`src/smid_pkg.sv`:
```
/*
  Constants and types of the shift, move and indirect-load datapath.
  Assumes the core decoder supplies one decoded instruction per clock.
*/
package smid_pkg;
  localparam int          SMID_DATA_W   = 8;
  localparam int          SMID_PTR_W    = 16;
  localparam int          SMID_OFS_W    = 6;
  localparam logic [7:0]  SMID_ACC_RST  = 8'h00;
  localparam logic [15:0] SMID_PTR_RST  = 16'h0000;
  localparam logic [1:0]  SMID_PRE_INC  = 2'h0;
  localparam logic [1:0]  SMID_PRE_DEC  = 2'h1;
  localparam logic [1:0]  SMID_POST_INC = 2'h2;
  localparam logic [1:0]  SMID_POST_DEC = 2'h3;

  typedef enum logic [1:0] {
    SMID_OP_NONE,
    SMID_OP_SHIFT,
    SMID_OP_MOVE,
    SMID_OP_INDIRECT
  } smid_op_t;
endpackage

```
`src/smid_datapath.sv`:
```
/*
  Datapath for logical right shift, register move and indirect load.
  Assumes the decoder presents op, operands and file data for one cycle,
  and that indirect target data arrives combinationally for read_addr.
*/
module smid_datapath
  import smid_pkg::*;
#(
  parameter int DATA_W = SMID_DATA_W,
  parameter int PTR_W  = SMID_PTR_W,
  parameter int OFS_W  = SMID_OFS_W
)(
  // clock and reset
  input  wire logic              clk,
  input  wire logic              reset_n,
  // decoded instruction
  input  wire smid_op_t          op,
  input  wire logic              dest_file,
  input  wire logic [DATA_W-1:0] file_data,
  // indirect load controls
  input  wire logic              ptr_sel,
  input  wire logic [1:0]        ptr_mode,
  input  wire logic              ptr_relative,
  input  wire logic [OFS_W-1:0]  ptr_offset,
  input  wire logic [DATA_W-1:0] indirect_target,
  // indirect address to the file array
  output logic      [PTR_W-1:0]  indirect_addr,
  // file write-back
  output logic                   file_we,
  output logic      [DATA_W-1:0] file_wdata,
  // architectural state
  output logic      [DATA_W-1:0] acc,
  output logic                   carry,
  output logic                   zero,
  output logic      [PTR_W-1:0]  indirect_pointer0,
  output logic      [PTR_W-1:0]  indirect_pointer1
);
  // ------------------------------------------------------------
  // pointer arithmetic
  // ------------------------------------------------------------
  logic [PTR_W-1:0] sel_ptr;
  logic [PTR_W-1:0] calc_ptr;
  logic [PTR_W-1:0] next_indirect_pointer0;
  logic [PTR_W-1:0] next_indirect_pointer1;
  logic [PTR_W-1:0] next_indirect_addr;

  assign sel_ptr = ptr_sel ? indirect_pointer1 : indirect_pointer0;

  smid_ptr_calc #(
    .PTR_W (PTR_W),
    .OFS_W (OFS_W)
  ) u_ptr (
    .ptr       (sel_ptr),
    .mode      (ptr_mode),
    .relative  (ptr_relative),
    .offset    (ptr_offset),
    .read_addr (next_indirect_addr),
    .next_ptr  (calc_ptr)
  );

  // address is computed combinationally but leaves the module only through
  // the indirect_addr register, one cycle after the op is taken
  logic [PTR_W-1:0] live_addr;
  assign live_addr = next_indirect_addr;

  // ------------------------------------------------------------
  // result and flags
  // ------------------------------------------------------------
  logic [DATA_W-1:0] result;
  logic              affects;
  logic [DATA_W-1:0] next_acc;
  logic              next_carry;
  logic              next_zero;
  logic              next_file_we;
  logic [DATA_W-1:0] next_file_wdata;

  always_comb
  begin
    result                 = '0;
    affects                = 1'b0;
    next_acc               = acc;
    next_carry             = carry;
    next_zero              = zero;
    next_file_we           = 1'b0;
    next_file_wdata        = file_wdata;
    next_indirect_pointer0 = indirect_pointer0;
    next_indirect_pointer1 = indirect_pointer1;
    unique case (op)
      SMID_OP_NONE:
      begin
      end
      SMID_OP_SHIFT:
      begin
        result     = {1'b0, file_data[DATA_W-1:1]};
        next_carry = file_data[0];
        affects    = 1'b1;
      end
      SMID_OP_MOVE:
      begin
        result  = file_data;
        affects = 1'b1;
      end
      SMID_OP_INDIRECT:
      begin
        result   = indirect_target;
        affects  = 1'b1;
        next_acc = indirect_target;
        if (ptr_sel)
          next_indirect_pointer1 = calc_ptr;
        else
          next_indirect_pointer0 = calc_ptr;
      end
    endcase
    if (op == SMID_OP_SHIFT || op == SMID_OP_MOVE)
    begin
      if (dest_file)
      begin
        next_file_we    = 1'b1;
        next_file_wdata = result;
      end
      else
        next_acc = result;
    end
    if (affects)
      next_zero = (result == '0);
  end

  // ------------------------------------------------------------
  // state registers
  // ------------------------------------------------------------
  always_ff @(posedge clk)
  begin
    if (!reset_n)
    begin
      acc               <= SMID_ACC_RST;
      carry             <= 1'b0;
      zero              <= 1'b0;
      file_we           <= 1'b0;
      file_wdata        <= SMID_ACC_RST;
      indirect_pointer0 <= SMID_PTR_RST;
      indirect_pointer1 <= SMID_PTR_RST;
      indirect_addr     <= SMID_PTR_RST;
    end
    else
    begin
      acc               <= next_acc;
      carry             <= next_carry;
      zero              <= next_zero;
      file_we           <= next_file_we;
      file_wdata        <= next_file_wdata;
      indirect_pointer0 <= next_indirect_pointer0;
      indirect_pointer1 <= next_indirect_pointer1;
      indirect_addr     <= live_addr;
    end
  end
endmodule // smid_datapath

```
`src/smid_ptr_calc.sv`:
```
/*
  Pointer arithmetic for the indirect load: read address and updated pointer.
  Assumes mode and offset are stable while the op is presented.
*/
module smid_ptr_calc
  import smid_pkg::*;
#(
  parameter int PTR_W = SMID_PTR_W,
  parameter int OFS_W = SMID_OFS_W
)(
  // pointer in
  input  wire logic [PTR_W-1:0] ptr,
  input  wire logic [1:0]       mode,
  input  wire logic             relative,
  input  wire logic [OFS_W-1:0] offset,
  // results
  output logic      [PTR_W-1:0] read_addr,
  output logic      [PTR_W-1:0] next_ptr
);
  logic [PTR_W-1:0] ptr_inc;
  logic [PTR_W-1:0] ptr_dec;
  logic [PTR_W-1:0] ofs_ext;

  always_comb
  begin
    ptr_inc = ptr + PTR_W'(1);
    ptr_dec = ptr - PTR_W'(1);
    ofs_ext = PTR_W'($signed(offset));
    if (relative)
    begin
      read_addr = ptr + ofs_ext;
      next_ptr  = ptr;
    end
    else
    begin
      unique case (mode)
        SMID_PRE_INC:  read_addr = ptr_inc;
        SMID_PRE_DEC:  read_addr = ptr_dec;
        SMID_POST_INC: read_addr = ptr;
        SMID_POST_DEC: read_addr = ptr;
      endcase
      next_ptr = mode[0] ? ptr_dec : ptr_inc;
    end
  end
endmodule // smid_ptr_calc

```
`config.mk`:
```
export PLATFORM = sky130hd
export DESIGN_NAME = smid_datapath
export DESIGN_NICKNAME = d
export VERILOG_FILES = /design/src/smid_pkg.sv /design/src/smid_datapath.sv /design/src/smid_ptr_calc.sv
export SDC_FILE = /design/constraint.sdc
export NUM_CORES = 1
export LEC_CHECK = 0
export ABC_AREA = 1
export ABC_CLOCK_PERIOD_IN_PS = 3580
export BUFFER_PORTS_ARGS = -buffer_cell sky130_fd_sc_hd__buf_2
export CORE_MARGIN = 2
export CORE_UTILIZATION = 45
export CTS_CLUSTER_DIAMETER = 150
export CTS_CLUSTER_SIZE = 16
export DETAILED_ROUTE_END_ITERATION = 12
export GPL_TIMING_DRIVEN = 0
export PLACE_DENSITY = 0.67
export SYNTH_ARGS = -nofsm -noshare
export SYNTH_HDL_FRONTEND = slang
export SYNTH_SLANG_ARGS = --single-unit
```
`constraint.sdc`:
```
create_clock -name clk -period 3.58 [get_ports clk]
set_clock_uncertainty 0.1 [all_clocks]
set_input_delay 0.358 -clock clk [delete_from_list [all_inputs] [get_ports clk]]
set_output_delay 0.358 -clock clk [all_outputs]
set_load 0.02 [all_outputs]
```
==> flow_summary.json, run 1 <==
{
  "hold_class": "primary input to flip-flop",
  "startpoint_type": "flip-flop",
  "cts_made_buffers": 9,
  "crit_family": "compound AO/OA/AOI/OAI gates",
  "worst_pin_slew_ns": 0.696,
  "cts_tree": "done",
  "nets": 1056,
  "cts_root_buf": "clkbuf_16",
  "yosysMostFrequentCell": "nand2_1",
  "synth_warnings": 0,
  "grt_pass1_vias": 5602,
  "power_density_nw_per_um2": 404,
  "synth_mux_area_frac": 0,
  "power_mw": 2.61,
  "track_usage": 0.274,
  "p_leak_nw": 3.43,
  "fp-row-count": 40,
  "die_x_um": 114,
  "synth-adder-area-share": 0.0541,
  "syn_avg_cell_area_um2": 6.08,
  "ir_drop_v": 0.000197,
  "synth_ff_type": "dfxtp_1",
  "slew_headroom": 0.536,
  "synthSimpleGateAreaFrac": 0.394,
  "path_class": "flip-flop to flip-flop",
  "synth_top_family_by_area": "simple AND/OR/NAND/NOR gates",
  "num_vias": 6178,
  "start_util": 0.458,
  "area_growth_pct": 18.3,
  "synth_compound_area_frac": 0.162,
  "synth-async-reset-ratio": 0,
  "cp_slowest_stage_delay_ns": 0.54,
  "fmax_ghz": 0.345,
  "grt_pass1_wl_um": 28200,
  "cp_max_fo": 5,
  "cp.required_ns": 3.75,
  "synth_edf_count": 0,
  "clock_path_buffers": 2,
  "syn-cell-area_um2": 5460,
  "end_kind": "flip-flop",
  "die_y_um": 114,
  "drive_above_1_share": 0.166,
  "cts_max_level": 3,
  "post-cts-setup-buffers": 0,
  "synthTopCellsByCount": "nand2_1, inv_1, nand3_1, a21oi_1, dfxtp_1",
  "critPathBufInv": 2,
  "drt_wl_total_um": 17500,
  "io_pins": 98,
  "hpwl_um": 13600,
  "rsz0062_at_grt": "no",
  "hold_viol_final": 0,
  "vias_per_cell": 5.35,
  "antenna_found_initial": 0,
  "min_period_ns": 2.89,
  "finalMaxSlewViolations": 0,
  "synth_cell_type_count": 44,
  "ant_nets": 0,
  "synth_xor_area_frac": 0.0273,
  "path_cells": "inv_1 > o21ai_4 > ha_1 > inv_1 > fa_1 > o21ai_0 > a21oi_1 > nand3b_1 > a21oi_1 > nor2_1 > nor2_1",
  "ys_ff_latch": 67,
  "synthTopCellsByArea": "dfxtp_1, nand2_1, nand3_1, inv_1, a21oi_1",
  "routedWlPerCell_um": 15.2,
  "syn-num-nets": 952,
  "final.setup.tns_ns": 0,
  "period_share": 0.809,
  "dr.first_iter.drc_count": 488,
  "finalSetupViolCount": 0,
  "cts.hold.buffers_added": 0,
  "first_pass_iters": 5,
  "clk_pin_slew_worst_paths_ns": 0.06,
  "synth_seq_area_share": 0.246,
  "outcome": "finished, final reports clean",
  "gp_congestion": 0.955,
  "cts_sinks": 67,
  "critPathArrivalTime_ns": 3.06,
  "fillers": 1240,
  "drc": 0,
  "insertion_delay_ns": 0.35,
  "antenna_cells": 0,
  "synth_top_area_frac": 0.246,
  "io_buffers": 93,
  "grt_max_degree": 14,
  "maxCapViolations": 0,
  "synth_cells": 898,
  "die_area_um2": 13000,
  "cp_slowest_cell": "o21ai_0",
  "grt_overflow": 0,
  "synth_largest_area_cell": "dfxtp_1",
  "core_area_um2": 11900,
  "cts_resized": 0
}
[cells by family after synthesis]
group | Yosys count
AND/OR/NAND/NOR | 486
AO/OA/AOI/OAI | 154
buffers and inverters | 151
flip-flops | 67
adder cells (fa/ha/maj) | 23
XOR/XNOR | 17
[per-layer routing]
metal | GRT usage | wire length, um | up-vias | part of all wire
li1 | - | - | 3114 | -
met1 | 0.374 | 8080 | 2826 | 0.46
met2 | 0.444 | 8180 | 216 | 0.47
met3 | 0.0445 | 992 | 22 | 0.057
met4 | 0.0870 | 289 | 0 | 0.016
met5 | 0 | 0 | - | 0
[path summary, 6_finish.rpt]
kind	to	startpoint	cells after the start	slack, ns
worst max-delay path	indirect_addr[14]$_SDFF_PN0_	indirect_pointer0[0]$_SDFFE_PN0P_	11	0.69
worst min-delay path	carry$_SDFFE_PN0N_	file_data[0]	3	0.16
worst max register to register	indirect_addr[14]$_SDFF_PN0_	indirect_pointer0[0]$_SDFFE_PN0P_	11	0.69
worst min register to register	acc[6]$_SDFF_PN0_	acc[6]$_SDFF_PN0_	2	0.39
[flip-flops by register name, summed over array words and instances (netlist names)]
name	cells
file_wdata	8
indirect_pointer0	16
zero	1
indirect_pointer1	16
carry	1
file_we	1
acc	8
indirect_addr	16
[area by class of cell]
cell class,instances,area [um2],area share
plain buffers,35,196,0.0304
clock buffers,9,225,0.0349
clock inverters,7,125,0.0194
inverters,116,440,0.0682
multi-input cells,680,3480,0.539
flip-flops and latches,67,1340,0.208
well taps,147,184,0.0285
repair buffers,93,465,0.0721
[through the flow]
step           setup WS [ns]  cell area (um2)  cells   util  hold WS [ns]
6_report               0.685             6460   1154  0.542         0.159
4_1_cts                0.662             6460   1154  0.542         0.152
3_5_place_dp           0.459             6110   1138  0.513         0.382
3_3_place_gp           0.461             6110   1138  0.513         0.388
2_1_floorplan          0.953             5460    898      -         0.386
5_1_grt                0.493             6460   1154  0.542         0.162
[tightest hold or removal path, cell delays in order]
cell and delay, ns:
buf_2 0.10, inv_1 0.04, a21oi_1 0.05
[cells in the final DEF (no fill, tap or decap), types with 4 or more instances in the layout]
cell type and n:
nand3_1 104, dfxtp_1 67, nand2_1 280, o21bai_1 4, buf_6 4, clkbuf_1 22
clkbuf_16 9, o21ai_0 35, xnor2_1 4, nand2_4 5, nor2_2 5, o21ai_1 8
a21oi_1 82, buf_2 99, ha_1 22, nor2_4 4, nand4_1 7, xor2_1 13
inv_1 112, nor2_1 54, nand2_2 15, o21ai_2 6
[power by group]
part / switching (mW) / leakage (nW) / total, mW / internal, mW
Sequential: 0.0283 / 0.551 / 0.830 / 0.802
Combinational: 0.491 / 2.71 / 0.722 / 0.231
Clock: 0.369 / 0.170 / 1.06 / 0.686
Total: 0.889 / 3.43 / 2.61 / 1.72
Power figures use the tool's default switching activity.
==> run 2, diff against run 1 <==
Settings changed: ABC_CLOCK_PERIOD_IN_PS 3580 to 2800.
Clock period 3.58 ns to 2.8 ns, I/O delays scaled along.
==> run 2 against run 1 <==
- register-to-register slack worse by 0.49 ns
- non-clock buffer count stayed put
- global-route usage did not move
- sequential cell count unchanged
- critical path depth stayed put
- critical path type unchanged
- critical endpoint unchanged
==> flow_summary.json, run 2 (same netlist as run 1, synthesis figures left out) <==
{
  "antenna_cells": 0,
  "rsz0062_at_grt": "no",
  "p_clk_frac": 0.405,
  "min_period_ns": 2.60,
  "dp.cells": 1138,
  "routedWlPerCell_um": 15.3,
  "clk_pin_slew_worst_paths_ns": 0.06,
  "fmax_ghz": 0.384,
  "cp.required_ns": 2.96,
  "vias_per_cell": 5.33,
  "grt_max_degree": 14,
  "hold_class": "primary input to flip-flop",
  "instances_no_fill": 1154,
  "sequentialPowerShare": 0.318,
  "io_pins": 98,
  "cp_max_fo": 5,
  "dr.first_iter.drc_count": 529,
  "antenna_found_initial": 0,
  "drive_above_1_share": 0.167,
  "startpoint_type": "flip-flop",
  "cts.hold.buffers_added": 0,
  "gp_congestion": 0.955,
  "final_common_cell": "nand2_1",
  "fillers": 1238,
  "drc": 0,
  "cts_max_level": 3,
  "hold_start": "file_data[0]",
  "switching_share": 0.341,
  "p_leak_nw": 3.43,
  "nets": 1056,
  "ir_drop_v": 0.000251,
  "maxCapViolations": 0,
  "final_cell_mix": "nand2_1, inv_1, nand3_1",
  "comb_power_share": 0.277,
  "cts_made_buffers": 9,
  "num_vias": 6151,
  "fin_ws_ns": 0.196,
  "reg2reg_from": "indirect_pointer0[0]$_SDFFE_PN0P_",
  "finalSetupViolCount": 0,
  "outcome": "finished, final reports clean",
  "cp-startpoint": "indirect_pointer0[0]$_SDFFE_PN0P_",
  "end_kind": "flip-flop",
  "core_area_um2": 11900,
  "area_growth_pct": 18.4,
  "path_class": "flip-flop to flip-flop",
  "grt_overflow": 0,
  "hold_viol_final": 0,
  "die_y_um": 114,
  "top_regs": "indirect_addr x16, indirect_pointer0 x16, indirect_pointer1 x16",
  "slew_headroom": 0.527,
  "track_usage": 0.274,
  "grt_pass1_wl_um": 28200,
  "drt_wl_total_um": 17600,
  "power_mw": 3.33,
  "grt_pass1_vias": 5602,
  "io_buffers": 93,
  "clock_path_buffers": 2,
  "power_density_nw_per_um2": 516,
  "fp-row-count": 40,
  "cts_root_buf": "clkbuf_16",
  "post-cts-setup-buffers": 0,
  "cts_tree": "done",
  "worst_pin_slew_ns": 0.709,
  "multi_input_area_um2": 3490,
  "ant_nets": 0,
  "final.setup.tns_ns": 0,
  "area.sequential_um2": 1340,
  "start_util": 0.458,
  "die_area_um2": 13000,
  "whs_ns": 0.0859,
  "cts_sinks": 67,
  "p_int_mw": 2.20,
  "period_share": 0.930,
  "p_sw_mw": 1.14,
  "hpwl_um": 13600,
  "finalMaxSlewViolations": 0,
  "first_pass_iters": 5,
  "critPathArrivalTime_ns": 2.76,
  "place_ws_ns": -0.243,
  "die_x_um": 114,
  "insertion_delay_ns": 0.34
}
## run 2: cell types whose count changed in the layout (fill, tap and decap cells not counted)
cell     before  now
o21ai_2       6    7
o21ai_0      35   34
## run 2: critical path, cell delays in order (launching register included)
cell and delay (ns):
dfxtp_1 0.36, inv_1 0.09, o21ai_4 0.23, ha_1 0.21, inv_1 0.05, fa_1 0.43, o21ai_2 0.29, a21oi_1 0.14
nand3b_1 0.21, a21oi_1 0.16, nor2_1 0.07, nor2_1 0.16
## run 2: power groups by stage
stage	logic (mW)	clock network, mW	registers, mW
floorplan	0.561	0	1.17
global placement	0.905	0	1.08
detailed placement	0.908	0	1.08
CTS	0.913	1.37	1.06
global route	1.02	1.42	1.07
finish	0.923	1.35	1.06
## run 2: stage by stage
stage,utilization,cell area [um2]
6_report,0.543,6460
4_1_cts,0.542,6460
5_1_grt,0.543,6460
3_3_place_gp,0.513,6110
3_5_place_dp,0.513,6110
2_1_floorplan,-,5460
## run 2: path summary, 6_finish.rpt
| path | endpoint | slack (ns) | cells after the start |
|---|---|---|---|
| hold / removal | carry$_SDFFE_PN0N_ | 0.09 | 3 |
| hold reg to reg | acc[6]$_SDFF_PN0_ | 0.39 | 2 |
| setup reg to reg | indirect_addr[14]$_SDFF_PN0_ | 0.20 | 11 |
| setup / recovery | indirect_addr[14]$_SDFF_PN0_ | 0.20 | 11 |
## run 2: what timing repair did
item,in CTS,in global routing
gates cloned,0,0
endpoints found under the hold margin,0,0
endpoints found under the setup margin,3,2
gates resized for setup,1,1
## run 2: cell type report
type,count,share of cell area
Timing Repair Buffer,93,0.0720
Clock inverter,7,0.0194
Multi-Input combinational cell,680,0.539
Sequential cell,67,0.208
Inverter,116,0.0681
Buffer,35,0.0304
Clock buffer,9,0.0348
Tap cell,147,0.0285
## run 2: layer usage
layer | vias to the layer above | wire length, um | track usage
li1 | 3113 | - | -
met1 | 2805 | 7980 | 0.374
met2 | 213 | 8210 | 0.444
met3 | 20 | 1130 | 0.0445
met4 | 0 | 276 | 0.0870
met5 | - | 0 | 0
==> run 3, diff against run 2 <==
==> constraint.sdc (replaced) <==
create_clock -name clk -period 2.8 [get_ports clk]
set_clock_uncertainty 0.1 [all_clocks]
set_input_delay 0.56 -clock clk [delete_from_list [all_inputs] [get_ports clk]]
set_output_delay 0.56 -clock clk [all_outputs]
set_load 0.02 [all_outputs]
==> run 3 against run 2 <==
- sequential cell count unchanged
- combinational power increased by 0.9%
- register-to-register slack improved by 0.11 ns
- first-iteration DRC count increased by 11%
- cell area unchanged
- critical path depth increased by 3
- die area unchanged
- cell count increased by 0.17%
==> flow_summary.json, run 3 (same netlist as run 1, synthesis figures left out) <==
{
  "hpwl_um": 13700,
  "drc": 0,
  "critPathArrivalTime_ns": 2.65,
  "start_util": 0.458,
  "core_area_um2": 11900,
  "path_class": "primary input to flip-flop",
  "grt_pass1_vias": 5613,
  "clk_pin_slew_worst_paths_ns": 0.06,
  "final_common_cell": "nand2_1",
  "insertion_delay_ns": 0.34,
  "cp_max_fo": 10,
  "min_period_ns": 2.52,
  "cts_tree": "done",
  "clock_path_buffers": 2,
  "finalMaxSlewViolations": 0,
  "r2r_cells": 12,
  "cp_slowest_cell": "fa_1",
  "cts_root_buf": "clkbuf_16",
  "end_kind": "flip-flop",
  "nets": 1058,
  "path_cells": "buf_6 > buf_12 > nand2_2 > o21ai_4 > ha_1 > inv_1 > fa_1 > o21ai_4 > a21oi_1 > nand3b_1 > nand3_1 > nand2_1 > nor2_1 > nor2_1",
  "cp-startpoint": "ptr_sel",
  "startpoint_type": "primary input",
  "final.setup.tns_ns": 0,
  "ir_drop_v": 0.000370,
  "antenna_cells": 0,
  "gp_congestion": 0.962,
  "period_share": 0.899,
  "worstHoldPathCells": 3,
  "cts_sinks": 67,
  "fp-row-count": 40,
  "outcome": "finished, final reports clean",
  "drt_wl_total_um": 17700,
  "die_area_um2": 13000,
  "dr.first_iter.drc_count": 587,
  "area_growth_pct": 18.4,
  "top_regs": "indirect_addr x16, indirect_pointer0 x16, indirect_pointer1 x16",
  "grt_overflow": 0,
  "cts_max_level": 3,
  "fin_ws_ns": 0.282,
  "track_usage": 0.274,
  "grt_pass1_wl_um": 28100,
  "die_y_um": 114,
  "slew_headroom": 0.544,
  "num_vias": 6167,
  "reg2reg_from": "indirect_pointer0[0]$_SDFFE_PN0P_",
  "die_x_um": 114,
  "maxCapViolations": 0,
  "fmax_ghz": 0.397,
  "cp_slowest_stage_delay_ns": 0.45,
  "cts_made_buffers": 9,
  "r2r_slack_ns": 0.31,
  "p_leak_nw": 3.43,
  "hold_start": "file_data[0]",
  "routedWlPerCell_um": 15.4,
  "rsz0062_at_grt": "no",
  "io_pins": 98,
  "io_buffers": 93,
  "finalSetupViolCount": 0,
  "utilization": 0.543,
  "final_cell_mix": "nand2_1, inv_1, nand3_1",
  "power_density_nw_per_um2": 504,
  "hold_class": "primary input to flip-flop",
  "worst_pin_slew_ns": 0.684,
  "whs_ns": 0.368,
  "place_ws_ns": -0.316,
  "ant_nets": 0,
  "vias_per_cell": 5.33,
  "cp.required_ns": 2.93,
  "grt_max_degree": 13,
  "drive_above_1_share": 0.168,
  "hold_viol_final": 0,
  "first_pass_iters": 6,
  "antenna_found_initial": 0
}
## run 3: worst max-delay path: cells and delay by family
family | cells | cell delay (ns)
buf+inv | 3 | 0.36
fa+ha+maj | 2 | 0.64
simple gates | 6 | 0.63
compound gates | 3 | 0.46
## run 3: metal layers
metal | up-vias | track usage | routed length, um
met3 | 36 | 0.0566 | 1240
met2 | 245 | 0.438 | 8100
met1 | 2771 | 0.366 | 7920
met4 | 0 | 0.102 | 479
li1 | 3115 | - | -
met5 | - | 0 | 0
## run 3: final cells by class
cell class                 count  area (um2)
buffer                        35         196
clock buffer                  10         239
clock inverter                 6        88.8
fill                        1273        5450
inverter                     116         440
multi-input combinational    680        3490
sequential                    67        1340
tap                          147         184
timing repair buffer          95         480
## run 3: final timing paths
path	end
worst min register to register	acc[6]$_SDFF_PN0_
worst min-delay path	carry$_SDFFE_PN0N_
worst max-delay path	indirect_addr[14]$_SDFF_PN0_
worst max register to register	indirect_addr[14]$_SDFF_PN0_
## run 3: through the flow
stage          area (um2)  cells  total power, mW
3_3_place_gp         6110   1138             1.99
5_1_grt              6460   1156             3.42
6_report             6460   1156             3.26
4_1_cts              6440   1154             3.25
3_5_place_dp         6110   1138             1.99
2_1_floorplan        5460    898             1.73
## run 3: timing repair
action | 4_1_cts | 5_1_grt
gates resized for setup | 0 | 2
endpoints found under the setup margin | 0 | 3
hold buffers | 0 | 0
buffers inserted | 0 | 2
## run 3: report_power, final
group / internal (mW) / switching [mW]
logic: 0.298 / 0.633
registers: 1.02 / 0.0361
clock network: 0.804 / 0.464
total: 2.13 / 1.13
